--- config.mk ---
export PLATFORM = sky130hd
export DESIGN_NAME = usw_top
export DESIGN_NICKNAME = d
export VERILOG_FILES = /design/src/hw/usw_pkg.sv /design/src/hw/usw_top.sv /design/src/hw/usw_baud_gen.sv
export SDC_FILE = /design/constraint.sdc
export NUM_CORES = 1
export LEC_CHECK = 0
export BUFFER_PORTS_ARGS = -buffer_cell sky130_fd_sc_hd__buf_4
export CORE_UTILIZATION = 55
export CTS_CLUSTER_DIAMETER = 30
export DETAILED_ROUTE_END_ITERATION = 10
export PLACE_DENSITY = 0.8
export SLEW_MARGIN = 10
export SYNTH_ARGS = -nofsm -noshare
export SYNTH_HDL_FRONTEND = slang
export SYNTH_SLANG_ARGS = --single-unit
--- constraint.sdc ---
create_clock -name ref_clk -period 5.9 [get_ports ref_clk]
set_input_delay 0.295 -clock ref_clk [delete_from_list [all_inputs] [get_ports ref_clk]]
set_output_delay 0.295 -clock ref_clk [all_outputs]
set_load 0.05 [all_outputs]
--- src/hw/usw_pkg.sv ---
/*
  Constants, register map and types for the serial transmit and
  wake-up block. Assumes a 32-bit register bus with byte addresses.
*/
package usw_pkg;

  // ****************************************
  // Register byte addresses
  // ****************************************
  localparam logic [7:0] ADDR_RX_CTRL   = 8'h00; // Receive status/control
  localparam logic [7:0] ADDR_TX_BUF    = 8'h04; // Transmit buffer
  localparam logic [7:0] ADDR_TX_CTRL   = 8'h08; // Transmit status/control
  localparam logic [7:0] ADDR_BAUD_CTRL = 8'h0C; // Baud control
  localparam logic [7:0] ADDR_DIV_HI    = 8'h10; // Divisor high byte
  localparam logic [7:0] ADDR_DIV_LO    = 8'h14; // Divisor low byte
  localparam logic [7:0] ADDR_OD_SEL    = 8'h18; // Open-drain select
  localparam logic [7:0] ADDR_RX_BUF    = 8'h1C; // Receive buffer
  localparam logic [7:0] ADDR_IRQ_STAT  = 8'h20; // Flag status
  localparam logic [7:0] ADDR_IRQ_EN    = 8'h24; // Flag enables

  // ****************************************
  // Field positions
  // ****************************************
  localparam int TXC_MASTER = 7; // Clock source master
  localparam int TXC_NINE   = 6; // Nine-bit transmit enable
  localparam int TXC_EN     = 5; // Transmit enable
  localparam int TXC_SYNC   = 4; // Clocked mode select
  localparam int TXC_EMPTY  = 1; // Shift register empty, read-only
  localparam int TXC_NINTH  = 0; // Ninth data bit
  localparam int RXC_SPE    = 7; // Serial port enable
  localparam int BDC_POL    = 4; // Clock idle polarity
  localparam int BDC_WIDE   = 3; // Wide divisor select
  localparam int BDC_WAKE   = 1; // Wake on edge enable
  localparam int OD_LINES   = 0; // Open-drain for both lines
  localparam int IRQ_TX     = 0; // Transmit flag / enable
  localparam int IRQ_RX     = 1; // Receive flag

  // ****************************************
  // Writable masks and reset values
  // ****************************************
  localparam logic [7:0] TXC_WMASK = 8'hF1;
  localparam logic [7:0] RXC_WMASK = 8'h80;
  localparam logic [7:0] BDC_WMASK = 8'h1A;
  localparam logic [7:0] OD_WMASK  = 8'h03;
  localparam logic [7:0] REG_RST   = 8'h00; // All control bytes
  localparam logic       TXF_RST   = 1'b1;  // Buffer empty at reset

  // ****************************************
  // Frame and bus constants
  // ****************************************
  localparam logic [3:0] LAST_BIT8 = 4'h7; // Index of eighth bit
  localparam logic [3:0] LAST_BIT9 = 4'h8; // Index of ninth bit
  localparam int         SYNC_LEN  = 3;    // Pin synchroniser depth
  localparam logic [1:0] RESP_OKAY = 2'h0;
  localparam logic [1:0] RESP_SLVE = 2'h2; // Unmapped address

  // Transmit sequencer, Gray on every step except RETURN to LOAD and ACTIVE to IDLE
  typedef enum logic [1:0] {
    ST_IDLE   = 2'h0,
    ST_LOAD   = 2'h1,
    ST_ACTIVE = 2'h3,
    ST_RETURN = 2'h2
  } usw_tx_state_e;

endpackage

--- src/hw/usw_top.sv ---
/*
  Synchronous master transmitter with edge wake-up, AXI4-Lite slave.
  Assumes sleepMode comes from logic on ref_clk and that both serial
  lines are resolved outside from their output enables.
*/
`timescale 1ns/1ps
module usw_top #(
  parameter int ADDR_W = 8
) (
  // Clock and reset
  input  wire logic              ref_clk,
  input  wire logic              rst,
  // Power state
  input  wire logic              sleepMode,
  // AXI4-Lite write address
  input  wire logic [ADDR_W-1:0] awaddr,
  input  wire logic [2:0]        awprot,
  input  wire logic              awvalid,
  output logic                   awready,
  // AXI4-Lite write data
  input  wire logic [31:0]       wdata,
  input  wire logic [3:0]        wstrb,
  input  wire logic              wvalid,
  output logic                   wready,
  // AXI4-Lite write response
  output logic [1:0]             bresp,
  output logic                   bvalid,
  input  wire logic              bready,
  // AXI4-Lite read address
  input  wire logic [ADDR_W-1:0] araddr,
  input  wire logic [2:0]        arprot,
  input  wire logic              arvalid,
  output logic                   arready,
  // AXI4-Lite read data
  output logic [31:0]            rdata,
  output logic [1:0]             rresp,
  output logic                   rvalid,
  input  wire logic              rready,
  // Serial clock line (transmit pin)
  input  wire logic              serialClockLineIn,
  output logic                   serialClockLineOut,
  output logic                   serialClockLineOe_n,
  // Serial data line (receive pin)
  input  wire logic              serialDataLineIn,
  output logic                   serialDataLineOut,
  output logic                   serialDataLineOe_n,
  // Processor requests
  output logic                   txIrq,
  output logic                   rxIrq
);

  // ****************************************
  // Parameter check
  // ****************************************
  if (ADDR_W < 8 || ADDR_W > 32)
  begin : gBadAddr
    $error("ADDR_W must be 8 to 32");
  end

  // Mapped-address decode, shared by both bus paths
  function automatic logic isMapped(input logic [ADDR_W-1:0] a);
    logic [7:0] b;
    b = a[7:0];
    isMapped = (a[1:0] == 2'h0) && (b <= usw_pkg::ADDR_IRQ_EN);
    if (ADDR_W > 8)
    begin
      isMapped = isMapped && ((a >> 8) == '0);
    end
  endfunction

  // ****************************************
  // Registers and state
  // ****************************************
  logic [7:0]  txCtrl_r;      // Transmit status/control
  logic [7:0]  rxCtrl_r;      // Receive status/control
  logic [7:0]  baudCtrl_r;    // Baud control
  logic [7:0]  divHi_r;       // Divisor high byte
  logic [7:0]  divLo_r;       // Divisor low byte
  logic [7:0]  odSel_r;       // Open-drain select
  logic [7:0]  txBuf_r;       // Transmit buffer
  logic        txIrqEn_r;     // Transmit flag enable
  logic        txFlag_r;      // Transmit buffer empty flag
  logic        rxFlag_r;      // Wake-up flag
  logic        bufFull_r;     // Buffer holds unsent data
  logic [8:0]  shift_r;       // Shift register, never mapped
  logic [3:0]  bitCnt_r;      // Bit being sent
  usw_pkg::usw_tx_state_e state_r; // Sequencer
  // Bus slave holding state
  logic              awHeld_r; // Write address captured
  logic [ADDR_W-1:0] awAddr_r; // Captured write address
  logic              wHeld_r;  // Write data captured
  logic [7:0]        wData_r;  // Captured low byte
  logic              wLane_r;  // Low byte lane strobe
  // Pin synchronisers, index 0 clock line, 1 data line
  logic [usw_pkg::SYNC_LEN-1:0] sync_r [2];
  logic [1:0]  lineLvl_r;     // Agreed line levels
  logic        dataPrev_r;    // Data level one cycle back

  // ****************************************
  // Decoded controls
  // ****************************************
  logic        masterPath;    // Clocked master owns the pins
  logic        txGo;          // Transmitter allowed to run
  logic        txActive;      // Bit on the wire
  logic        baudTick;      // Half-bit tick
  logic        doWrite;       // Register write this cycle
  logic        wrEn;          // Write with low lane
  logic        txWrite;       // Write to transmit buffer
  logic        rdTake;        // Read address taken
  logic        rdRxBuf;       // Read of receive buffer taken
  logic        wakeArmed;     // Watching for a wake edge
  logic        wakeEdge;      // Falling edge seen
  logic [3:0]  lastIdx;       // Index of final bit
  logic [15:0] divisor;       // Effective divisor
  logic        clkLevel;      // Wanted clock line level
  logic [7:0]  rdByte;        // Read mux output

  assign masterPath = rxCtrl_r[usw_pkg::RXC_SPE]
                      && txCtrl_r[usw_pkg::TXC_SYNC]
                      && txCtrl_r[usw_pkg::TXC_MASTER];
  assign txGo     = masterPath && txCtrl_r[usw_pkg::TXC_EN];
  assign txActive = (state_r == usw_pkg::ST_ACTIVE)
                    || (state_r == usw_pkg::ST_RETURN);
  assign lastIdx  = txCtrl_r[usw_pkg::TXC_NINE] ? usw_pkg::LAST_BIT9
                                                : usw_pkg::LAST_BIT8;
  // Narrow divisor ignores the high byte
  assign divisor  = baudCtrl_r[usw_pkg::BDC_WIDE] ? {divHi_r, divLo_r}
                                                  : {8'h00, divLo_r};

  // ****************************************
  // Baud generator
  // ****************************************
  // Held in restart while asleep, so no tick can arrive
  usw_baud_gen #(
    .DIV_W   (16)
  ) uBaud (
    .ref_clk (ref_clk),
    .rst     (rst),
    .run     (txActive && !sleepMode),
    .divisor (divisor),
    .tick    (baudTick)
  );

  // ****************************************
  // AXI4-Lite write path
  // ****************************************
  // A write is held off during the load cycle so that a new byte
  // never lands in the same edge as the buffer move
  assign awready = !awHeld_r && !bvalid;
  assign wready  = !wHeld_r && !bvalid;
  assign doWrite = awHeld_r && wHeld_r && !bvalid
                   && (state_r != usw_pkg::ST_LOAD);
  assign wrEn    = doWrite && wLane_r && isMapped(awAddr_r);
  assign txWrite = wrEn && (awAddr_r[7:0] == usw_pkg::ADDR_TX_BUF);

  // Address and data are taken independently
  always_ff @(posedge ref_clk)
  begin
    if (rst)
    begin
      awHeld_r <= 1'b0;
      awAddr_r <= '0;
      wHeld_r  <= 1'b0;
      wData_r  <= 8'h00;
      wLane_r  <= 1'b0;
    end
    else
    begin
      if (awvalid && awready)
      begin
        awHeld_r <= 1'b1;
        awAddr_r <= awaddr;
      end
      else if (doWrite)
      begin
        awHeld_r <= 1'b0;
      end
      if (wvalid && wready)
      begin
        wHeld_r <= 1'b1;
        wData_r <= wdata[7:0];
        wLane_r <= wstrb[0];
      end
      else if (doWrite)
      begin
        wHeld_r <= 1'b0;
      end
    end
  end

  // Response one cycle after both halves are held
  always_ff @(posedge ref_clk)
  begin
    if (rst)
    begin
      bvalid <= 1'b0;
      bresp  <= usw_pkg::RESP_OKAY;
    end
    else if (doWrite)
    begin
      bvalid <= 1'b1;
      bresp  <= isMapped(awAddr_r) ? usw_pkg::RESP_OKAY
                                   : usw_pkg::RESP_SLVE;
    end
    else if (bready)
    begin
      bvalid <= 1'b0;
    end
  end

  // Control registers; read-only bits never stored
  always_ff @(posedge ref_clk)
  begin
    if (rst)
    begin
      txCtrl_r   <= usw_pkg::REG_RST;
      rxCtrl_r   <= usw_pkg::REG_RST;
      baudCtrl_r <= usw_pkg::REG_RST;
      divHi_r    <= usw_pkg::REG_RST;
      divLo_r    <= usw_pkg::REG_RST;
      odSel_r    <= usw_pkg::REG_RST;
      txBuf_r    <= usw_pkg::REG_RST;
      txIrqEn_r  <= 1'b0;
    end
    else if (wrEn)
    begin
      case (awAddr_r[7:0])
        usw_pkg::ADDR_TX_CTRL:   txCtrl_r   <= wData_r & usw_pkg::TXC_WMASK;
        usw_pkg::ADDR_RX_CTRL:   rxCtrl_r   <= wData_r & usw_pkg::RXC_WMASK;
        usw_pkg::ADDR_BAUD_CTRL: baudCtrl_r <= wData_r & usw_pkg::BDC_WMASK;
        usw_pkg::ADDR_DIV_HI:    divHi_r    <= wData_r;
        usw_pkg::ADDR_DIV_LO:    divLo_r    <= wData_r;
        usw_pkg::ADDR_OD_SEL:    odSel_r    <= wData_r & usw_pkg::OD_WMASK;
        usw_pkg::ADDR_TX_BUF:    txBuf_r    <= wData_r;
        usw_pkg::ADDR_IRQ_EN:    txIrqEn_r  <= wData_r[usw_pkg::IRQ_TX];
        // Flag status and receive buffer ignore writes
        default:                 txIrqEn_r  <= txIrqEn_r;
      endcase
    end
  end

  // ****************************************
  // AXI4-Lite read path
  // ****************************************
  assign arready = !rvalid;
  assign rdTake  = arvalid && arready;
  assign rdRxBuf = rdTake && isMapped(araddr)
                   && (araddr[7:0] == usw_pkg::ADDR_RX_BUF);

  // Read mux; unused bit positions come back zero
  always_comb
  begin
    rdByte = 8'h00;
    case (araddr[7:0])
      usw_pkg::ADDR_TX_CTRL:
      begin
        rdByte = txCtrl_r;
        rdByte[usw_pkg::TXC_EMPTY] = (state_r == usw_pkg::ST_IDLE);
      end
      usw_pkg::ADDR_RX_CTRL:   rdByte = rxCtrl_r;
      usw_pkg::ADDR_BAUD_CTRL: rdByte = baudCtrl_r;
      usw_pkg::ADDR_DIV_HI:    rdByte = divHi_r;
      usw_pkg::ADDR_DIV_LO:    rdByte = divLo_r;
      usw_pkg::ADDR_OD_SEL:    rdByte = odSel_r;
      usw_pkg::ADDR_TX_BUF:    rdByte = txBuf_r;
      usw_pkg::ADDR_IRQ_STAT:
      begin
        rdByte[usw_pkg::IRQ_TX] = txFlag_r;
        rdByte[usw_pkg::IRQ_RX] = rxFlag_r;
      end
      usw_pkg::ADDR_IRQ_EN:    rdByte[usw_pkg::IRQ_TX] = txIrqEn_r;
      // No receive shifter exists; buffer reads zero
      default:                 rdByte = 8'h00;
    endcase
  end

  // Registered read data, held until rready
  always_ff @(posedge ref_clk)
  begin
    if (rst)
    begin
      rvalid <= 1'b0;
      rdata  <= 32'h0000_0000;
      rresp  <= usw_pkg::RESP_OKAY;
    end
    else if (rdTake)
    begin
      rvalid <= 1'b1;
      rdata  <= isMapped(araddr) ? {24'h000000, rdByte} : 32'h0000_0000;
      rresp  <= isMapped(araddr) ? usw_pkg::RESP_OKAY : usw_pkg::RESP_SLVE;
    end
    else if (rready)
    begin
      rvalid <= 1'b0;
    end
  end

  // ****************************************
  // Line synchronisers
  // ****************************************
  // A level counts only once the last two stages agree
  for (genvar i = 0; i < 2; i++)
  begin : gSync
    always_ff @(posedge ref_clk)
    begin
      if (rst)
      begin
        sync_r[i]    <= '1;
        lineLvl_r[i] <= 1'b1;
      end
      else
      begin
        sync_r[i] <= {sync_r[i][usw_pkg::SYNC_LEN-2:0],
                      (i == 0) ? serialClockLineIn : serialDataLineIn};
        if (sync_r[i][1] == sync_r[i][2])
        begin
          lineLvl_r[i] <= sync_r[i][2];
        end
      end
    end
  end

  // ****************************************
  // Wake-up monitor
  // ****************************************
  // Only in the unclocked mode, and never while sending
  assign wakeArmed = rxCtrl_r[usw_pkg::RXC_SPE]
                     && baudCtrl_r[usw_pkg::BDC_WAKE]
                     && !txCtrl_r[usw_pkg::TXC_SYNC]
                     && !txActive;
  assign wakeEdge  = wakeArmed && dataPrev_r && !lineLvl_r[1];

  // Previous level for the edge detector
  always_ff @(posedge ref_clk)
  begin
    if (rst)
    begin
      dataPrev_r <= 1'b1;
    end
    else
    begin
      dataPrev_r <= lineLvl_r[1];
    end
  end

  // Edge sets, buffer read clears; set wins. Sampled on ref_clk even
  // in sleep, so the flag still rises with the block frozen
  always_ff @(posedge ref_clk)
  begin
    if (rst)
    begin
      rxFlag_r <= 1'b0;
    end
    else if (wakeEdge)
    begin
      rxFlag_r <= 1'b1;
    end
    else if (rdRxBuf)
    begin
      rxFlag_r <= 1'b0;
    end
  end

  // ****************************************
  // Transmit sequencer
  // ****************************************
  // Active half drives the clock away from idle, return half
  // brings it back; the slave may sample on the return edge
  always_ff @(posedge ref_clk)
  begin
    if (rst || !txGo)
    begin
      state_r <= usw_pkg::ST_IDLE;
    end
    else if (!sleepMode)
    begin
      case (state_r)
        usw_pkg::ST_IDLE:
          if (bufFull_r && !txWrite)
          begin
            state_r <= usw_pkg::ST_LOAD;
          end
        usw_pkg::ST_LOAD:
          state_r <= usw_pkg::ST_ACTIVE;
        usw_pkg::ST_ACTIVE:
          if (baudTick)
          begin
            state_r <= usw_pkg::ST_RETURN;
          end
        usw_pkg::ST_RETURN:
          if (baudTick)
          begin
            if (bitCnt_r != lastIdx)
            begin
              state_r <= usw_pkg::ST_ACTIVE;
            end
            else if (bufFull_r && !txWrite)
            begin
              state_r <= usw_pkg::ST_LOAD;
            end
            else
            begin
              state_r <= usw_pkg::ST_IDLE;
            end
          end
        default:
          state_r <= usw_pkg::ST_IDLE;
      endcase
    end
  end

  // Shift register and bit counter
  always_ff @(posedge ref_clk)
  begin
    if (rst)
    begin
      shift_r  <= 9'h1FF;
      bitCnt_r <= 4'h0;
    end
    else if (state_r == usw_pkg::ST_LOAD)
    begin
      shift_r  <= {txCtrl_r[usw_pkg::TXC_NINE] ? txCtrl_r[usw_pkg::TXC_NINTH]
                                                : 1'b1, txBuf_r};
      bitCnt_r <= 4'h0;
    end
    else if (state_r == usw_pkg::ST_RETURN && baudTick && !sleepMode)
    begin
      shift_r  <= {1'b1, shift_r[8:1]};
      bitCnt_r <= bitCnt_r + 4'h1;
    end
  end

  // Buffer occupancy and its flag; write sets occupancy and clears the flag, load the reverse
  always_ff @(posedge ref_clk)
  begin
    if (rst)
    begin
      bufFull_r <= 1'b0;
      txFlag_r  <= usw_pkg::TXF_RST;
    end
    else if (txWrite)
    begin
      bufFull_r <= 1'b1;
      txFlag_r  <= 1'b0;
    end
    else if (state_r == usw_pkg::ST_LOAD)
    begin
      bufFull_r <= 1'b0;
      txFlag_r  <= 1'b1;
    end
  end

  // Enable masks the request, flag untouched
  assign txIrq = txFlag_r && txIrqEn_r;
  assign rxIrq = rxFlag_r;

  // ****************************************
  // Pin drivers
  // ****************************************
  assign clkLevel = (state_r == usw_pkg::ST_ACTIVE)
                    ? !baudCtrl_r[usw_pkg::BDC_POL]
                    : baudCtrl_r[usw_pkg::BDC_POL];

  // Registered drive; open-drain only pulls low
  always_ff @(posedge ref_clk)
  begin
    if (rst || !masterPath)
    begin
      serialClockLineOut  <= 1'b1;
      serialClockLineOe_n <= 1'b1;
      serialDataLineOut   <= 1'b1;
      serialDataLineOe_n  <= 1'b1;
    end
    else if (odSel_r[usw_pkg::OD_LINES])
    begin
      serialClockLineOut  <= 1'b0;
      serialClockLineOe_n <= clkLevel;
      serialDataLineOut   <= 1'b0;
      serialDataLineOe_n  <= !(txActive && !shift_r[0]);
    end
    else
    begin
      serialClockLineOut  <= clkLevel;
      serialClockLineOe_n <= 1'b0;
      serialDataLineOut   <= shift_r[0];
      serialDataLineOe_n  <= !txActive;
    end
  end

endmodule

--- src/hw/usw_baud_gen.sv ---
/*
  Baud generator: one tick per divisor+1 clocks while running.
  Assumes the caller holds run low to restart the count.
*/
`timescale 1ns/1ps
module usw_baud_gen #(
  parameter int DIV_W = 16
) (
  // Clock and reset
  input  wire logic             ref_clk,
  input  wire logic             rst,
  // Control
  input  wire logic             run,
  input  wire logic [DIV_W-1:0] divisor,
  // Half-bit tick
  output logic                  tick
);

  // ****************************************
  // Parameter check
  // ****************************************
  if (DIV_W < 8 || DIV_W > 16)
  begin : gBadWidth
    $error("DIV_W must be 8 to 16");
  end

  logic [DIV_W-1:0] count_r; // Clocks into this half bit

  // Tick when the count reaches the divisor
  assign tick = run && (count_r == divisor);

  // Counter restarts whenever run drops
  always_ff @(posedge ref_clk)
  begin
    if (rst || !run || tick)
    begin
      count_r <= '0;
    end
    else
    begin
      count_r <= count_r + 1'b1;
    end
  end

endmodule

==> results.md <==
- Final Cycle Share: 0.525
- DRC viols: 0
- Core ar.: 0.00920 sq mm
- Cell Count, Final, Fillers Out: 779
- Layout area overhead: 9.74%
- Status: completed
- RSZ-0062 raised after global routing: false
- Sequential area share after synthesis: 0.422
- Cts bufs inserted: 9
- Measured slew at the worst slew-check pin: 1030 ps
- Synth Register Bits: 110
- CTS clk-pin slew, worst paths: 100 ps
- Final count of hold timing violations: 0
- DP Area: 0.00554 sq mm
- # nets final: 733
- Critical Path Start Type: flip-flop
- Headroom to the max-slew limit: 0.308
- Maximum vdd drop: 137 uV
- Drt pass-1 iters: 6
- CTS tree: built
- Worst-skew pair later-pin latency: 380 ps
- Starting Density: 0.567
- First-pass GRT wire length: 19.2 mm
- Final Max Tran Viols: 0
- Share of cells above drive strength 1: 0.124
- CTS H-tree lvls: 3
- Rows: 35
- Gr ovfl total: 0
- Most frequent cell after synthesis: dfxtp_1
- Max frequency: 323 MHz
- Tot Pwr: 1.34 mW
- Synthesized area: 0.00521 sq mm
- Final Skew: 17.4 ps
- Fin area: 0.00572 sq mm
- ANT nets after route: 0
- Hold_buf cts: 0
- Tot GR Track Use: 0.247
- Synth top cells by count: 110 x dfxtp_1, 92 x nand2_1, 69 x nor2_1, 46 x a21oi_1, 35 x mux2i_1
- Diode count: 0
- Post-CTS Setup Bufs: 0
- Initial DRC count: 362
- Reg-to-reg startpoint: state_r[1]
- Hpwl dp: 8.59 mm
- CP Class: reg -> reg
- Yosys Warn Count: 0
- Hold Startpoint: serialDataLineIn
- CP startpoint: state_r[1]
- Primary FF master, synth: dfxtp_1
- Die H: 99.4 microns
- I/O pins: 115
- Power Dens Cells: 234 mW/mm^2
- Via count: 4,497
- Clock tree buffer depth: 2
- Placed cells: 763
- Die area: 0.00987 sq mm
- Max Cap Violations: 0
- Setup TNS: 0 ps
- WHS: 101 ps
- Die width: 99.4 microns
- Synth unique cells: 60
- Final setup fails: 0
- CP endpoint kind: flip-flop
- Worst hold path type: in -> reg
- Async SR Flop Fraction: 0
- Vias in the first global route: 3,951
- Mapped Cells: 628
- Synth area leaders: dfxtp_1 42%, mux2i_1 6.7%, nand2_1 6.6%
- Min Clock Period, post-route: 3100 ps
- P_leak: 2.42 nW
- Crit-path max FO: 17
- Vias per cell: 5.77
- IO buf count: 54
- Synth area leader: dfxtp_1
- Total Wirelength: 11.9 mm
- DR WL/cell: 15.3 microns
- WP data required: 6140 ps
- Clk sinks: 110
- Initial antenna violation count: 0
- Pin count of the biggest net entering global routing: 76
- Crit path DAT: 3330 ps
- EDFF count, synth: 0
- Yosys top cell area share: 0.422
- CTS root buffer: clkbuf_8
- Mean Syn Cell Area: 8.30 sq um
- GPL Wtd Cong: 0.885
- CTS resizes: 0
[where the power goes]
part	total, mW	switching (mW)	internal, mW	leakage [nW]
clock	0.428	0.250	0.179	0.0930
sequential	0.772	0.0162	0.756	0.891
combinational	0.138	0.0996	0.0380	1.43
total	1.34	0.366	0.972	2.42
[cells by family after synthesis]
group | count (synthesis) | synth area share
adder cells (fa/ha/maj) | 2 | 0.00480
buffers and inverters | 67 | 0.0691
AND/OR/NAND/NOR | 265 | 0.240
other | 1 | 0.000719
XOR/XNOR | 25 | 0.0420
multiplexers | 43 | 0.0866
AO/OA/AOI/OAI | 115 | 0.134
flip-flops | 110 | 0.422
[cell usage in the layout (no fill, tap or decap), types with 11 or more instances in the layout]
cell and n:
mux2i_1 35, and3_1 11, buf_4 54, xor2_1 14, nor2_1 69, o21ai_0 27
inv_1 12, nand2_1 92, clkbuf_8 11, a21oi_1 46, nand3_1 29, a22oi_1 12
conb_1 26, xnor2_1 11, dfxtp_1 110, nor2b_1 12
[final timing paths]
check	cells past startpoint	end	slack (ps)
min reg2reg	1	sync_r[1][1]	430
min	2	sync_r[1][0]	100
max	5	uBaud.count_r[13]	2800
max reg2reg	5	uBaud.count_r[13]	2800
[cell type report]
type	count	area (sq um)
clock buffers	12	155
clock inverters	4	30.0
fillers	799	3470
inverters	12	45.0
multi-input cells	476	2750
flip-flops and latches	110	2200
well taps	111	139
repair buffers	54	405
[flip-flops by register name, indices dropped and copies added (netlist names), 2 cells and up]
signal	flops
odSel_r	2
baudCtrl_r	3
txCtrl_r	5
divHi_r	8
shift_r	9
wData_r	8
txBuf_r	8
sync_r	3
awAddr_r	8
rdata	8
uBaud.count_r	16
state_r	2
divLo_r	8
bitCnt_r	4
[metrics by stage]
stage               utilization  setup slack, ps
global placement          0.602             2900
floorplan                     -             3730
detailed placement        0.602             2850
global route              0.622             2640
finish                    0.622             2800
CTS                       0.622             2820
[worst max-delay path, cell delays in order, from the launching register on]
cell and delay, ps:
dfxtp_1 650, nand2b_1 220, or4_4 600, or4b_1 840
nand2_1 540, nor2_1 100
[routing by layer]
metal | global-route usage | vias to the layer above | wire, microns
li1 | - | 2205 | -
met1 | 0.340 | 2081 | 5560
met2 | 0.390 | 183 | 5260
met3 | 0.0309 | 28 | 694
met4 | 0.112 | 0 | 418
met5 | 0 | - | 0
(Power assumes the default switching activity.)
